[config.mk]
export PLATFORM = sky130hd
export DESIGN_NAME = slk_link_cfg
export DESIGN_NICKNAME = d
export VERILOG_FILES = /design/src/hdl/slk_pin_sync.v /design/src/hdl/slk_link_cfg.v
export VERILOG_INCLUDE_DIRS = /design/src /design/src/hdl
export SDC_FILE = /design/constraint.sdc
export NUM_CORES = 1
export LEC_CHECK = 0
export ABC_CLOCK_PERIOD_IN_PS = 1800
export BUFFER_PORTS_ARGS = -buffer_cell sky130_fd_sc_hd__buf_2
export CAP_MARGIN = 20
export CORE_ASPECT_RATIO = 2
export CORE_MARGIN = 8
export CORE_UTILIZATION = 60
export CTS_CLUSTER_DIAMETER = 80
export CTS_CLUSTER_SIZE = 24
export DETAILED_ROUTE_END_ITERATION = 7
export HOLD_SLACK_MARGIN = 0.15
export PLACE_DENSITY_LB_ADDON = 0.12
export SYNTH_ARGS = -nofsm -noshare
export SYNTH_HDL_FRONTEND = slang
export SYNTH_HIERARCHICAL = 1
export SYNTH_SLANG_ARGS = --single-unit
[constraint.sdc]
create_clock -name clk_sys_i -period 1.8 [get_ports clk_sys_i]
set_input_delay 0 -clock clk_sys_i [delete_from_list [all_inputs] [get_ports clk_sys_i]]
set_output_delay 0 -clock clk_sys_i [all_outputs]
set_load 0.05 [all_outputs]
[src/hdl/slk_defs.vh]
`ifndef SLK_DEFS_VH
`define SLK_DEFS_VH

// ----------------------------------------------------------------------------
// Register map
// ----------------------------------------------------------------------------
`define SLK_ADDR_W            12
`define SLK_DATA_W            8
`define SLK_ADDR_MODE         12'h201
`define SLK_ADDR_KM1          12'h202
`define SLK_ADDR_SYNC         12'h203
`define SLK_ADDR_CTRL         12'h204
`define SLK_ADDR_STATUS       12'h20F

// ----------------------------------------------------------------------------
// Field layout
// ----------------------------------------------------------------------------
`define SLK_MODE_MSB          5
`define SLK_MODE_W            6
`define SLK_KM1_W             8
`define SLK_SYNC_BIT          0
`define SLK_CTRL_SCR_BIT      0
`define SLK_CTRL_FMT_BIT      1
`define SLK_CTRL_SEL_LSB      2
`define SLK_CTRL_SEL_MSB      3
`define SLK_CTRL_LANE_BIT     4
`define SLK_STAT_REQ_BIT      0
`define SLK_STAT_66_BIT       1
`define SLK_STAT_EN_BIT       2

// ----------------------------------------------------------------------------
// Reset values
// ----------------------------------------------------------------------------
`define SLK_RST_MODE          6'h00
`define SLK_RST_KM1           8'h1F
`define SLK_RST_SYNC_N        1'h1
`define SLK_RST_SCR           1'h1
`define SLK_RST_FMT           1'h1
`define SLK_RST_SEL           2'h0
`define SLK_RST_LANE          1'h0

// ----------------------------------------------------------------------------
// Sync sources, lanes and multiframe arithmetic
// ----------------------------------------------------------------------------
`define SLK_SEL_DEDICATED     2'h0
`define SLK_SEL_TIMESTAMP     2'h1
`define SLK_SEL_NONE          2'h2
`define SLK_NUM_LANES         8
`define SLK_LANE_CNT_W        4
`define SLK_UPPER_LANE_BASE   4
`define SLK_EF_W              8
`define SLK_K_W               16
`define SLK_K_PER_E           16'h0100
`define SLK_SYNC_PINS         2
`define SLK_PIN_DEDICATED     0
`define SLK_PIN_TIMESTAMP     1

`endif

[src/hdl/slk_pin_sync.v]
`timescale 1ns/1ps
`include "slk_defs.vh"
module slk_pin_sync (
    // Clock and reset
    input  wire                       clk_sys_i,
    input  wire                       rst_n_i,
    input  wire                       ce_i,
    // Pins and synchronised levels
    input  wire [`SLK_SYNC_PINS-1:0]  pin_i,
    output wire [`SLK_SYNC_PINS-1:0]  level_o
);

// ----------------------------------------------------------------------------
// Two-stage synchronisers
// ----------------------------------------------------------------------------
// Pins idle high, so reset to high to avoid a false request at release.
genvar g;
generate
    for (g = 0; g < `SLK_SYNC_PINS; g = g + 1) begin : g_sync
        reg meta_q;
        reg sync_q;
        always @(posedge clk_sys_i or negedge rst_n_i) begin
            if (!rst_n_i) begin
                meta_q <= 1'b1;
                sync_q <= 1'b1;
            end else if (ce_i) begin
                meta_q <= pin_i[g];
                sync_q <= meta_q;
            end
        end
        assign level_o[g] = sync_q;
    end
endgenerate

endmodule // slk_pin_sync

[src/hdl/slk_link_cfg.v]
// The address-and-strobe port was left to the implementer.
`timescale 1ns/1ps
`include "slk_defs.vh"
module slk_link_cfg (
    // Clock, reset and clock enable
    input  wire                         clk_sys_i,
    input  wire                         rst_n_i,
    input  wire                         ce_i,
    // Register port
    input  wire [`SLK_ADDR_W-1:0]       reg_addr_i,
    input  wire [`SLK_DATA_W-1:0]       reg_wdata_i,
    input  wire                         reg_wr_i,
    input  wire                         reg_rd_i,
    output reg  [`SLK_DATA_W-1:0]       reg_rdata_o,
    // Interlocks from the enable registers
    input  wire                         link_enable_i,
    input  wire                         cal_enable_i,
    input  wire                         timestamp_receiver_enable_i,
    // Attributes of the selected mode from the mode table
    input  wire                         mode_is_64b66b_i,
    input  wire [`SLK_LANE_CNT_W-1:0]   mode_lanes_i,
    input  wire [`SLK_EF_W-1:0]         mode_e_i,
    input  wire [`SLK_EF_W-1:0]         mode_f_i,
    // Sync pins, active low
    input  wire                         dedicated_sync_input_n_i,
    input  wire                         timestamp_input_n_i,
    // Link configuration
    output reg  [`SLK_MODE_W-1:0]       link_mode_code_o,
    output reg  [`SLK_K_W-1:0]          eff_k_o,
    output reg                          sync_request_n_o,
    output reg  [`SLK_NUM_LANES-1:0]    lane_enable_o,
    output reg                          sample_coding_o,
    output reg                          scrambler_active_o,
    // Link power and reset
    output reg                          link_reset_n_o,
    output reg                          serializer_power_down_o,
    output reg                          link_clock_en_o,
    // Interlock warning, set on a mode, KM1 or control write made while the link may be running
    output reg                          cfg_write_unsafe_o
);

// ----------------------------------------------------------------------------
// Register state
// ----------------------------------------------------------------------------
reg  [`SLK_MODE_W-1:0]      link_mode_code_q;
reg  [`SLK_KM1_W-1:0]       multiframe_len_m1_q;
reg                         soft_sync_request_n_q;
reg                         upper_lane_map_q;
reg  [1:0]                  sync_source_q;
reg                         sample_coding_q;
reg                         scrambler_on_q;

wire [`SLK_SYNC_PINS-1:0]   pin_raw;
wire [`SLK_SYNC_PINS-1:0]   pin_sync;
wire                        wr_mode;
wire                        wr_km1;
wire                        wr_sync;
wire                        wr_ctrl;

assign pin_raw[`SLK_PIN_DEDICATED] = dedicated_sync_input_n_i;
assign pin_raw[`SLK_PIN_TIMESTAMP] = timestamp_input_n_i;

assign wr_mode = reg_wr_i && (reg_addr_i == `SLK_ADDR_MODE);
assign wr_km1  = reg_wr_i && (reg_addr_i == `SLK_ADDR_KM1);
assign wr_sync = reg_wr_i && (reg_addr_i == `SLK_ADDR_SYNC);
assign wr_ctrl = reg_wr_i && (reg_addr_i == `SLK_ADDR_CTRL);

slk_pin_sync u_pin_sync (
    .clk_sys_i (clk_sys_i),
    .rst_n_i   (rst_n_i),
    .ce_i      (ce_i),
    .pin_i     (pin_raw),
    .level_o   (pin_sync)
);

// ----------------------------------------------------------------------------
// Register writes
// ----------------------------------------------------------------------------
// Reserved bits are not stored; they always read back as zero.
always @(posedge clk_sys_i or negedge rst_n_i) begin
    if (!rst_n_i) begin
        link_mode_code_q      <= `SLK_RST_MODE;
        multiframe_len_m1_q   <= `SLK_RST_KM1;
        soft_sync_request_n_q <= `SLK_RST_SYNC_N;
        upper_lane_map_q      <= `SLK_RST_LANE;
        sync_source_q         <= `SLK_RST_SEL;
        sample_coding_q       <= `SLK_RST_FMT;
        scrambler_on_q        <= `SLK_RST_SCR;
    end else if (ce_i) begin
        if (wr_mode) begin
            link_mode_code_q <= reg_wdata_i[`SLK_MODE_MSB:0];
        end
        if (wr_km1) begin
            multiframe_len_m1_q <= reg_wdata_i;
        end
        if (wr_sync) begin
            soft_sync_request_n_q <= reg_wdata_i[`SLK_SYNC_BIT];
        end
        if (wr_ctrl) begin
            scrambler_on_q   <= reg_wdata_i[`SLK_CTRL_SCR_BIT];
            sample_coding_q  <= reg_wdata_i[`SLK_CTRL_FMT_BIT];
            sync_source_q    <= reg_wdata_i[`SLK_CTRL_SEL_MSB:`SLK_CTRL_SEL_LSB];
            upper_lane_map_q <= reg_wdata_i[`SLK_CTRL_LANE_BIT];
        end
    end
end

// ----------------------------------------------------------------------------
// Read port
// ----------------------------------------------------------------------------
reg [`SLK_DATA_W-1:0] rd_mux;

always @* begin
    rd_mux = {`SLK_DATA_W{1'b0}};
    case (reg_addr_i)
        `SLK_ADDR_MODE: begin
            rd_mux[`SLK_MODE_MSB:0] = link_mode_code_q;
        end
        `SLK_ADDR_KM1: begin
            rd_mux = multiframe_len_m1_q;
        end
        `SLK_ADDR_SYNC: begin
            rd_mux[`SLK_SYNC_BIT] = soft_sync_request_n_q;
        end
        `SLK_ADDR_CTRL: begin
            rd_mux[`SLK_CTRL_SCR_BIT]                     = scrambler_on_q;
            rd_mux[`SLK_CTRL_FMT_BIT]                     = sample_coding_q;
            rd_mux[`SLK_CTRL_SEL_MSB:`SLK_CTRL_SEL_LSB]   = sync_source_q;
            rd_mux[`SLK_CTRL_LANE_BIT]                    = upper_lane_map_q;
        end
        `SLK_ADDR_STATUS: begin
            rd_mux[`SLK_STAT_REQ_BIT] = sync_request_n_o;
            rd_mux[`SLK_STAT_66_BIT]  = mode_is_64b66b_i;
            rd_mux[`SLK_STAT_EN_BIT]  = link_enable_i;
        end
        default: begin
            rd_mux = {`SLK_DATA_W{1'b0}};
        end
    endcase
end

// Read data stand for exactly the cycle after the strobe, zero otherwise.
always @(posedge clk_sys_i or negedge rst_n_i) begin
    if (!rst_n_i) begin
        reg_rdata_o <= {`SLK_DATA_W{1'b0}};
    end else if (ce_i) begin
        reg_rdata_o <= reg_rd_i ? rd_mux : {`SLK_DATA_W{1'b0}};
    end
end

// ----------------------------------------------------------------------------
// Multiframe length
// ----------------------------------------------------------------------------
// The divider is combinational; the mode only changes with the link down,
// so its settling time does not matter in practice.
reg  [`SLK_K_W-1:0] k_d;
wire [`SLK_K_W-1:0] e_scaled;
wire [`SLK_K_W-1:0] f_wide;

assign e_scaled = {mode_e_i, {(`SLK_K_W-`SLK_EF_W){1'b0}}};
assign f_wide   = {{(`SLK_K_W-`SLK_EF_W){1'b0}}, mode_f_i};

always @* begin
    k_d = {`SLK_K_W{1'b0}};
    if (mode_is_64b66b_i) begin
        if (f_wide != {`SLK_K_W{1'b0}}) begin
            k_d = e_scaled / f_wide;
        end
    end else begin
        k_d = {{(`SLK_K_W-`SLK_KM1_W){1'b0}}, multiframe_len_m1_q}
              + {{(`SLK_K_W-1){1'b0}}, 1'b1};
    end
end

// ----------------------------------------------------------------------------
// Sync request
// ----------------------------------------------------------------------------
// Selecting the timestamp input without its receiver enabled gives no request
// from that pin; code 3 is treated like code 2.
reg pin_req_n;

always @* begin
    pin_req_n = 1'b1;
    case (sync_source_q)
        `SLK_SEL_DEDICATED: begin
            pin_req_n = pin_sync[`SLK_PIN_DEDICATED];
        end
        `SLK_SEL_TIMESTAMP: begin
            pin_req_n = pin_sync[`SLK_PIN_TIMESTAMP] | ~timestamp_receiver_enable_i;
        end
        `SLK_SEL_NONE: begin
            pin_req_n = 1'b1;
        end
        default: begin
            pin_req_n = 1'b1;
        end
    endcase
end

// ----------------------------------------------------------------------------
// Lane mapping
// ----------------------------------------------------------------------------
// Upper mapping with more than four lanes is undefined; lanes past the top
// simply stay off.
wire [`SLK_NUM_LANES-1:0] lane_d;

genvar ln;
generate
    for (ln = 0; ln < `SLK_NUM_LANES; ln = ln + 1) begin : g_lane
        localparam [`SLK_LANE_CNT_W-1:0] IDX  = ln;
        localparam [`SLK_LANE_CNT_W-1:0] BASE = `SLK_UPPER_LANE_BASE;
        wire in_low;
        wire in_up;
        assign in_low = (IDX < mode_lanes_i);
        assign in_up  = (IDX >= BASE) && ((IDX - BASE) < mode_lanes_i);
        assign lane_d[ln] = link_enable_i && (upper_lane_map_q ? in_up : in_low);
    end
endgenerate

// ----------------------------------------------------------------------------
// Registered outputs
// ----------------------------------------------------------------------------
always @(posedge clk_sys_i or negedge rst_n_i) begin
    if (!rst_n_i) begin
        link_mode_code_o        <= `SLK_RST_MODE;
        eff_k_o                 <= {`SLK_K_W{1'b0}};
        sync_request_n_o        <= 1'b1;
        lane_enable_o           <= {`SLK_NUM_LANES{1'b0}};
        sample_coding_o         <= `SLK_RST_FMT;
        scrambler_active_o      <= `SLK_RST_SCR;
        link_reset_n_o          <= 1'b0;
        serializer_power_down_o <= 1'b1;
        link_clock_en_o         <= 1'b0;
        cfg_write_unsafe_o      <= 1'b0;
    end else if (ce_i) begin
        link_mode_code_o        <= link_mode_code_q;
        eff_k_o                 <= k_d;
        sync_request_n_o        <= soft_sync_request_n_q & pin_req_n;
        lane_enable_o           <= lane_d;
        sample_coding_o         <= sample_coding_q;
        scrambler_active_o      <= mode_is_64b66b_i | scrambler_on_q;
        link_reset_n_o          <= link_enable_i;
        serializer_power_down_o <= ~link_enable_i;
        link_clock_en_o         <= link_enable_i;
        // Sticky until reset; software relies on the interlocks, this only flags.
        if ((wr_mode && (link_enable_i || cal_enable_i))
            || ((wr_km1 || wr_ctrl || wr_sync) && link_enable_i && !wr_sync)) begin
            cfg_write_unsafe_o <= 1'b1;
        end
    end
end

endmodule // slk_link_cfg

==> qor.csv, run 1 <==
metric,value,unit
Post-Synth Simple-Gate Area,21.5,%
CTS resizes,124,
post-DP HPWL,34000,microns
status,did not finish,
async set-or-reset flop fraction in the synthesized netlist,100,%
placed insts,1889,
Area contributors post-synth,"dfrtp_1 (14%), ha_1 (13%), mux2_2 (6.5%)",
CTS buffer count,9,
XOR/XNOR Fraction of Synth Area,5.13,%
complex-gate fraction of the synthesized area,30.6,%
Post-CTS Hold Buffers,22,
Ports,96,
Starting Density,61.3,%
Post-synth EDFFs,0,
post-synthesis adder-cell area fraction,13.0,%
Post-Syn Instances,1179,
Yosys cell types,93,
H-tree depth,3,
CTS max path bufs,2,
Setup Buffers After CTS,98,
Syn Area/Cell,7.96,sq um
post-synthesis mux area share,7.44,%
"Cell Area, Placed",13800,sq um
chip height,193,microns
last stage reached,clock tree synthesis (4_1_cts),
share of the synthesized area in the top cell type,13.9,%
clock root buffer,clkbuf_16,
syn nets,1325,
leading area contributor after synthesis,dfrtp_1,
Synth Cell Area,9380,sq um
Yosys reg bits,68,
input/output buffers,95,
Ys Warns,6,
Most used DFF post-synth,dfrtp_1,
Die W,104,microns
Sink Count,68,
main combinational cell family by area after synthesis,compound AO/OA/AOI/OAI gates,
error message,"[ERROR DPL-0038] Utilization greater than 100%, impossible to legalize",
post-synthesis sequential area ratio,18.3,%
Cell Rows,64,
Final Wtd Congestion,1.01,
## synthesized netlist by cell type (7+ instances only)
| master | count |
|---|---|
| xnor2_1 | 32 |
| nand3_1 | 31 |
| a21o_1 | 38 |
| and3_1 | 10 |
| a211o_1 | 9 |
| inv_1 | 52 |
| or3_1 | 12 |
| nor3_1 | 35 |
| o21a_1 | 38 |
| nor3b_1 | 7 |
| xor2_1 | 23 |
| or2_2 | 9 |
| o21ai_0 | 68 |
| nor2b_1 | 19 |
| nand2_1 | 86 |
| mux2_2 | 54 |
| clkbuf_1 | 27 |
| a31oi_1 | 9 |
| nand2b_1 | 17 |
| nor2_1 | 99 |
| mux2i_1 | 9 |
| dfrtp_1 | 52 |
| and2_1 | 13 |
| a21oi_1 | 82 |
| or4_1 | 9 |
| o22ai_1 | 15 |
| ha_1 | 94 |
| nor4_1 | 11 |
| o211ai_1 | 29 |
| nand4_1 | 15 |
| o31ai_1 | 10 |
| dfstp_2 | 16 |
| a211oi_1 | 12 |
## stage by stage
step | setup TNS [ns] | util [%] | setup slack, ns
floorplan | -160.84 | - | -23.17
global placement | -155.49 | 90.3 | -22.25
detailed placement | -166.52 | 90.3 | -23.55
## cell families after synthesis
group,Yosys count
compound gates,409
xor+xnor,55
fa+ha+maj,97
buf+inv,92
flops,68
mux,63
simple gates,395
==> inputs of run 2 (changes only) <==
- CORE_ASPECT_RATIO: 2 -> unset
- CORE_UTILIZATION: 60 -> 40
- CTS_CLUSTER_DIAMETER: 80 -> unset
- CTS_CLUSTER_SIZE: 24 -> unset
- HOLD_SLACK_MARGIN: 0.15 -> unset
- PLACE_DENSITY_LB_ADDON: 0.12 -> 0.15
==> run 2 against run 1 <==
  * The flow now finishes, with violations (negative setup slack)
  * Area after synthesis unchanged
  * Synthesized cell count unchanged
==> qor.csv, run 2 <==
metric,value,unit
status,finished with violations,
failing checks,negative setup slack,
H-tree depth,3,
"commonest non-fill, non-tap cells in the layout","buf_4 (531), nor2_1 (95), buf_2 (93)",
Startpoint Class,input pin,
input/output buffers,95,
CTS buffer count,9,
commonest cells in the netlist,"nor2_1 (99), ha_1 (94), nand2_1 (86)",
Post-Syn Instances,1179,
maximum clock frequency,41.3,MHz
Residual DRC,0,
Area contributors post-synth,"dfrtp_1 (14%), ha_1 (13%), mux2_2 (6.5%)",
post-synthesis sequential area ratio,18.3,%
Cell Rows,56,
share of the synthesized area in the top cell type,13.9,%
highest cell delay on the worst timing path,0.47,ns
cell repeated most along the worst path,buf_4,
"count leader, synth",nor2_1,
Setup CP Type,in -> reg,
drt pass-1 iters,7,
Fin Hold WS,0.0339,ns
"Reg clk slew, reported paths",0.06,ns
Syn Area/Cell,7.96,sq um
Routed WL,36800,microns
DR WL/cell,17.2,microns
GR Overflow Total,0,
vias per inst,5.54,
Arrival @ worst endpoint,24.42,ns
vias in the first global route,12200,
worst slew pin tran,0.613,ns
Starting Density,40.3,%
core box area,23300,sq um
max reg flops,16,
post-route ant nets,0,
Die W,169,microns
Sink Count,68,
final worst slack,-22.39,ns
leading area contributor after synthesis,dfrtp_1,
Post-synth EDFFs,0,
DR vias,11900,
Synth Cell Area,9380,sq um
RSZ-0062 raised after global routing,true,
main combinational cell family by area after synthesis,compound AO/OA/AOI/OAI gates,
clock root buffer,clkbuf_16,
area growth from synthesis to layout,68.2,%
Skew-Pair Late Insertion Delay,0.33,ns
drt first-iter violations,750,
Final Cycle Share,1340,%
max-slew violations,0,
"commonest non-fill, non-tap cell in the layout",buf_4,
complex-gate fraction of the synthesized area,30.6,%
worst hold path class,in -> reg,
CP Capture Type,flip-flop,
Yosys reg bits,68,
pin count of the biggest net entering global routing,69,
total die area,28600,sq um
async set-or-reset flop fraction in the synthesized netlist,100,%
Most used DFF post-synth,dfrtp_1,
crit-path max FO,6,
Final Wtd Congestion,0.919,
max cap viols,0,
GRT Total Usage,25.0,%
CTS tree,built,
initial antenna violation count,0,
CTS max path bufs,2,
Buf/Inv on CP,17,
minimum clock period,24.19,ns
Largest Register,eff_k_o,
post-place setup slack,-22.92,ns
syn nets,1325,
worst path required time,2.02,ns
"Slowest-stage cell, CP",or4b_1,
# setup viols final,14,
first-pass GRT wire length,59600,microns
"CP delay by family, top",compound AO/OA/AOI/OAI gates,
Ports,96,
post-DP HPWL,27900,microns
Ys Warns,6,
chip height,169,microns
post-synthesis adder-cell area fraction,13.0,%
share of layout cells above drive strength 1,49.0,%
final hold vios,0,
n_diodes,0,
clk_skew,0.00664,ns
Post-Synth Simple-Gate Area,21.5,%
post-synthesis mux area share,7.44,%
nets,1968,
XOR/XNOR Fraction of Synth Area,5.13,%
relative slew slack,58.6,%
Yosys cell types,93,
==> run 2: cell counts after synthesis <==
Identical to the previous run, type by type.
==> run 2: layout make-up <==
| class | count | area (sq um) |
|---|---|---|
| well taps | 319 | 399 |
| fillers | 1968 | 7480 |
| inverters | 53 | 201 |
| flip-flops and latches | 68 | 1720 |
| clock inverters | 7 | 98.8 |
| multi-input cells | 1019 | 8150 |
| repair buffers | 671 | 4990 |
| clock buffers | 9 | 225 |
==> run 2: timing repair <==
| item | in CTS | in global routing |
|---|---|---|
| pin swaps | 45 | 34 |
| buffers inserted | 74 | 28 |
| hold endpoints to repair | 101 | 0 |
| hold buffers | 18 | 0 |
| setup endpoints to repair | 14 | 14 |
| resized for setup | 78 | 57 |
| cloned | 0 | 0 |
==> run 2: worst register-to-register path, cell delays in order, from the launching register on <==
cell and delay (ns):
dfstp_2 0.61, nor2_1 0.07, nor3b_1 0.25, o2111ai_2 0.16, nor3_2 0.17, o311ai_2 0.13
o221a_1 0.24
==> run 2: kinds of logic (layout without fill, tap and decap cells) <==
| logic type | Yosys count | count (layout) |
|---|---|---|
| adder cells (fa/ha/maj) | 97 | 97 |
| AND/OR/NAND/NOR | 395 | 395 |
| XOR/XNOR | 55 | 55 |
| buffers and inverters | 92 | 740 |
| flip-flops | 68 | 68 |
| AO/OA/AOI/OAI | 409 | 409 |
| multiplexers | 63 | 63 |
==> run 2: path summary, 6_finish.rpt <==
path | end | cells after the start | slack [ns] | start
setup / recovery | eff_k_o[0] | 137 | -22.39 | mode_e_i[7]
hold / removal | lane_enable_o[7] | 3 | 0.03 | mode_lanes_i[2]
setup reg to reg | eff_k_o[0] | 6 | 0.06 | multiframe_len_m1_q[0]
hold reg to reg | serializer_power_down_o | 2 | 0.47 | serializer_power_down_o
max in group asynchronous | multiframe_len_m1_q[4] | 3 | 1.23 | rst_n_i
min in group asynchronous | link_mode_code_o[2] | 3 | 0.23 | rst_n_i
==> run 2: metrics by stage <==
step | cell area, sq um | std cells | utilization (%) | setup TNS (ns)
floorplan | 9890 | 1179 | - | -160.84
global placement | 14100 | 2027 | 60.4 | -154.50
detailed placement | 14100 | 2027 | 60.4 | -160.35
CTS | 15400 | 2129 | 66.2 | -149.57
global route | 15800 | 2146 | 67.9 | -160.36
finish | 15800 | 2146 | 67.9 | -151.81
==> run 2: per-layer routing <==
layer / GRT usage [%] / up-vias / part of all wire (%)
met1: 30.8 / 5663 / 44
met5: 0 / - / 0
li1: - / 5824 / -
met4: 7.93 / 0 / 2.3
met3: 3.37 / 65 / 4.6
met2: 44.4 / 329 / 49
Power of run 2 is not shown: default switching activity piles up to over one toggle a cycle in this logic, so the estimate is an artifact.
==> inputs of run 3 (changes only) <==
- ABC_AREA: unset -> 1
==> run 3 against run 2 <==
  * The run still ends with negative setup slack left
  * Area after synthesis fell by 4.6%
  * Clock-buffer cell count rose by 5
  * Final area fell by 0.11%
  * Register-to-register slack got worse by 0.06 ns
  * Synthesized cell count rose by 16%
  * Highest routed layer unchanged
==> qor.csv, run 3 <==
metric,value,unit
max reg flops,16,
Synth Cell Area,8950,sq um
worst path required time,2.02,ns
post-route ant nets,0,
final worst slack,-19.29,ns
cell repeated most along the worst path,nand2_1,
Crit path depth,172,
R2R Path Start,multiframe_len_m1_q[0],
Sink Count,68,
maximum clock frequency,47.4,MHz
hold path cells,3,
# setup viols final,14,
DR vias,11900,
share of the synthesized area in the top cell type,14.5,%
clk_skew,0.00385,ns
"CP delay by family, top",simple AND/OR/NAND/NOR gates,
syn nets,1515,
Area contributors post-synth,"dfrtp_1 (15%), nand2_1 (14%), ha_1 (13%)",
Final Cycle Share,1170,%
Syn Area/Cell,6.54,sq um
Ys Warns,6,
input/output buffers,95,
drt first-iter violations,632,
Final Wtd Congestion,0.894,
Setup crit start,mode_f_i[0],
Post-Syn Instances,1369,
final hold vios,0,
DR WL/cell,15.1,microns
post-DP HPWL,22700,microns
Post-synth EDFFs,0,
Residual DRC,0,
share of layout cells above drive strength 1,50.0,%
crit-path max FO,8,
max-slew violations,0,
Final Util,72.0,%
"Cell Area, Placed",12600,sq um
Yosys cell types,58,
CTS buffer count,9,
"count leader, synth",nand2_1,
pin count of the biggest net entering global routing,31,
CTS max path bufs,2,
worst slew pin tran,0.603,ns
core box area,21900,sq um
worst reg-to-reg path cell count,10,
Cell Rows,54,
async set-or-reset flop fraction in the synthesized netlist,100,%
"Reg clk slew, reported paths",0.05,ns
H-tree depth,3,
Yosys reg bits,68,
relative slew slack,59.8,%
vias per inst,5.09,
"commonest non-fill, non-tap cells in the layout","buf_4 (567), nand2_1 (304), inv_1 (159)",
nets,2193,
Arrival @ worst endpoint,21.31,ns
Ports,96,
CTS tree,built,
RSZ-0062 raised after global routing,true,
n_diodes,0,
Routed WL,35200,microns
status,finished with violations,
area growth from synthesis to layout,76.2,%
worst hold path class,in -> reg,
"commonest non-fill, non-tap cell in the layout",buf_4,
Buf/Inv on CP,36,
Startpoint Class,input pin,
Most used DFF post-synth,dfrtp_1,
highest cell delay on the worst timing path,0.39,ns
clock root buffer,clkbuf_16,
leading area contributor after synthesis,dfrtp_1,
Die W,166,microns
cell area after layout,15800,sq um
commonest cells in the netlist,"nand2_1 (345), inv_1 (178), nor2_1 (105)",
chip height,166,microns
vias in the first global route,11500,
GRT Total Usage,23.7,%
"Slowest-stage cell, CP",or3_4,
GR Overflow Total,0,
hold wc startpoint,mode_lanes_i[0],
total die area,27400,sq um
initial antenna violation count,0,
failing checks,negative setup slack,
first-pass GRT wire length,53200,microns
drt pass-1 iters,5,
Largest Register,eff_k_o,
CP Capture Type,flip-flop,
post-synthesis sequential area ratio,19.2,%
Skew-Pair Late Insertion Delay,0.33,ns
max cap viols,0,
Setup CP Type,in -> reg,
minimum clock period,21.09,ns
Fin Hold WS,0.00432,ns
Starting Density,40.9,%
## run 3: path summary, 6_finish.rpt
path | endpoint | slack [ns]
max in group asynchronous | multiframe_len_m1_q[4] | 0.88
min reg2reg | link_mode_code_o[3] | 0.47
max | eff_k_o[0] | -19.29
min | lane_enable_o[6] | 0.004
max reg2reg | eff_k_o[6] | 0
min in group asynchronous | eff_k_o[11] | 0.22
## run 3: cells by family (layout without fill, tap and decap cells)
kind of cell / Yosys count / count (layout) / synth area share [%]
and+or+nand+nor: 676 / 677 / 35.6
AOI/OAI and AO/OA: 249 / 249 / 16.3
buffers and inverters: 228 / 910 / 10.3
adders and majority gates: 95 / 95 / 13.4
DFF: 68 / 68 / 19.2
xor gates and xnor gates: 51 / 51 / 4.99
muxes: 2 / 2 / 0.252
## run 3: tightest hold or removal path, stage by stage
cell and delay (ns):
buf_2 0.12, nor2_1 0.10, o31ai_1 0.07
## run 3: area by class of cell
cell class | instances | area (sq um)
clock buffers | 14 | 254
clock inverters | 2 | 35.0
fillers | 1595 | 6120
inverters | 200 | 808
multi-input cells | 1074 | 7490
flip-flops and latches | 68 | 1720
well taps | 280 | 350
repair buffers | 693 | 5100
repair inverters | 1 | 8.76
## run 3: per-stage QoR
step / std cells / TNS, ns / setup WS (ns)
floorplan: 1369 / -132.73 / -19.64
global placement: 2091 / -131.38 / -19.10
detailed placement: 2091 / -135.68 / -19.73
CTS: 2299 / -119.72 / -17.81
global route: 2332 / -138.52 / -20.68
finish: 2332 / -129.96 / -19.29
## run 3: what timing repair did
action,CTS,global route
gates resized for setup,130,127
endpoints found under the setup margin,14,14
gates cloned,2,0
endpoints found under the hold margin,40,0
setup buffers,179,35
hold buffers,12,0
pin swaps,136,135
## run 3: routing by layer
metal / routed length, microns / vias up / track usage (%)
li1: - / 5890 / -
met1: 14700 / 5523 / 29.2
met2: 17500 / 362 / 42.0
met3: 1700 / 105 / 2.50
met4: 1300 / 0 / 8.24
met5: 0 / - / 0
Power of run 3 is left out for the same reason.
==> inputs of run 4 (changes only) <==
- ABC_CLOCK_PERIOD_IN_PS: 1800 -> 23500
- clock period: 1.8 -> 23.5 ns (I/O delays scaled with it)
==> run 4 against run 3 <==
  * The flow now finishes without violations
  * Setup slack better by 21 ns
  * Wire length down 26%
  * Register-to-register slack better by 22 ns
  * Die area unchanged
  * Critical path depth up 1
  * Sequential share of layout area up 4.8 points
  * Clock-buffer cell count down 2
  * Flip-flop and latch count unchanged
  * Global-route usage down 5.3 points
  * Cell count down 22%
  * Non-clock buffer count down 518
==> qor.csv, run 4 (same netlist as run 3, synthesis figures left out) <==
metric,value,unit
relative slew slack,42.1,%
maximum clock frequency,46.0,MHz
H-tree depth,3,
Final Cycle Share,92.5,%
drt pass-1 iters,5,
Filler Cells Inserted,2224,
max cap viols,0,
DR WL/cell,14.3,microns
Setup crit start,mode_f_i[0],
Startpoint Class,input pin,
Residual DRC,0,
Reg area,1720,sq um
status,"complete, no violations",
Final Wtd Congestion,0.922,
"CP delay by family, top",simple AND/OR/NAND/NOR gates,
CP Capture Type,flip-flop,
# setup viols final,0,
clock root buffer,clkbuf_16,
initial antenna violation count,0,
"Slowest-stage cell, CP",ha_1,
Largest Register,eff_k_o,
CTS max path bufs,2,
R2R Path Start,multiframe_len_m1_q[2],
area occupied by multi-input gates,6700,sq um
Arrival @ worst endpoint,21.96,ns
setup total negative slack,0,ns
share of layout cells above drive strength 1,25.4,%
Worst Hold Path EP,eff_k_o[15],
hold path cells,4,
Die W,166,microns
Ports,96,
first-pass GRT wire length,41500,microns
CTS buffer count,9,
Crit Reg-Reg Endpoint,eff_k_o[7],
core box area,21900,sq um
Routed WL,25900,microns
R2R setup slack,21.56,ns
"commonest non-fill, non-tap cells in the layout","nand2_1 (340), inv_1 (168), nor2_1 (96)",
pin count of the biggest net entering global routing,69,
input/output buffers,95,
final hold vios,0,
worst hold path class,in -> reg,
drt first-iter violations,508,
vias in the first global route,8561,
Setup CP Type,in -> reg,
total die area,27400,sq um
worst path required time,23.71,ns
"commonest non-fill, non-tap cell in the layout",nand2_1,
Skew-Pair Late Insertion Delay,0.33,ns
Starting Density,40.9,%
max-slew violations,0,
DR vias,9239,
"Reg clk slew, reported paths",0.06,ns
crit-path max FO,11,
CTS tree,built,
highest cell delay on the worst timing path,0.36,ns
chip height,166,microns
worst slew pin tran,0.869,ns
area growth from synthesis to layout,22.5,%
GRT Total Usage,18.4,%
nets,1679,
clk_skew,0.0105,ns
max reg flops,16,
Buf/Inv on CP,27,
worst reg-to-reg path cell count,11,
vias per inst,5.08,
cell repeated most along the worst path,nand2_1,
Cell Rows,54,
post-DP HPWL,20000,microns
post-route ant nets,0,
GR Overflow Total,0,
hold wc startpoint,mode_f_i[1],
n_diodes,0,
minimum clock period,21.75,ns
Sink Count,68,
==> run 4: cell types whose count changed in the layout (fill, tap and decap cells not counted), moves of 17 or more <==
cell / previous run / this run
buf_4: 567 / 67
nand2_1: 304 / 340
nand2_2: 63 / 35
ha_1: 60 / 87
ha_4: 31 / 7
o21ai_0: 59 / 81
buf_6: 17 / 0
==> run 4: worst min-delay path, delay by kind of cell <==
kind	cells	cell delay, ns
AO/OA/AOI/OAI	2	0.15
buffers and inverters	2	0.15
==> run 4: how the worst max path moves through the flow <==
stage	cells after the start	to	slack (ns)
after global placement	164	eff_k_o[0]	-0.18
after global routing	174	eff_k_o[0]	-0.34
after CTS	167	eff_k_o[0]	0.06
final	173	eff_k_o[0]	1.75
after detailed placement	167	eff_k_o[0]	-0.50
after floorplan	175	eff_k_o[0]	1.00
==> run 4: final cells by class <==
type | count | area share (%)
Multi-Input combinational cell | 1076 | 61.1
Sequential cell | 68 | 15.7
Timing Repair Buffer | 175 | 10.1
Inverter | 200 | 7.12
Tap cell | 280 | 3.20
Clock buffer | 12 | 2.34
Clock inverter | 4 | 0.217
Timing Repair inverter | 3 | 0.160
==> run 4: through the flow <==
stage / worst slack (ns) / cell area [sq um] / utilization [%] / std cells / hold slack [ns]
after floorplan: 1.00 / 8950 / - / 1369 / -0.296
after global placement: -0.185 / 9850 / 45.0 / 1748 / 0.197
after detailed placement: -0.499 / 9850 / 45.0 / 1748 / 0.205
after CTS: 0.0589 / 10300 / 46.9 / 1777 / 0.0109
after global routing: -0.338 / 11000 / 50.1 / 1818 / 0.0315
final: 1.75 / 11000 / 50.1 / 1818 / 0.0112
==> run 4: metal layers <==
layer,vias to the layer above,part of all wire (%),wire length (microns),GRT usage (%)
li1,4860,-,-,-
met1,4195,47,12300,24.4
met2,159,47,12200,31.4
met3,25,4.2,1080,2.23
met4,0,1.4,363,3.69
met5,-,0,0,0
==> run 4: timing repair <==
| item | 4_1_cts | 5_1_grt |
|---|---|---|
| hold buffers | 13 | 0 |
| hold endpoints to repair | 71 | 0 |
| buffers inserted | 0 | 35 |
| cloned | 0 | 6 |
| pin swaps | 0 | 48 |
| gates resized for setup | 3 | 107 |
| endpoints found under the setup margin | 1 | 2 |
Power of run 4 is left out for the same reason.
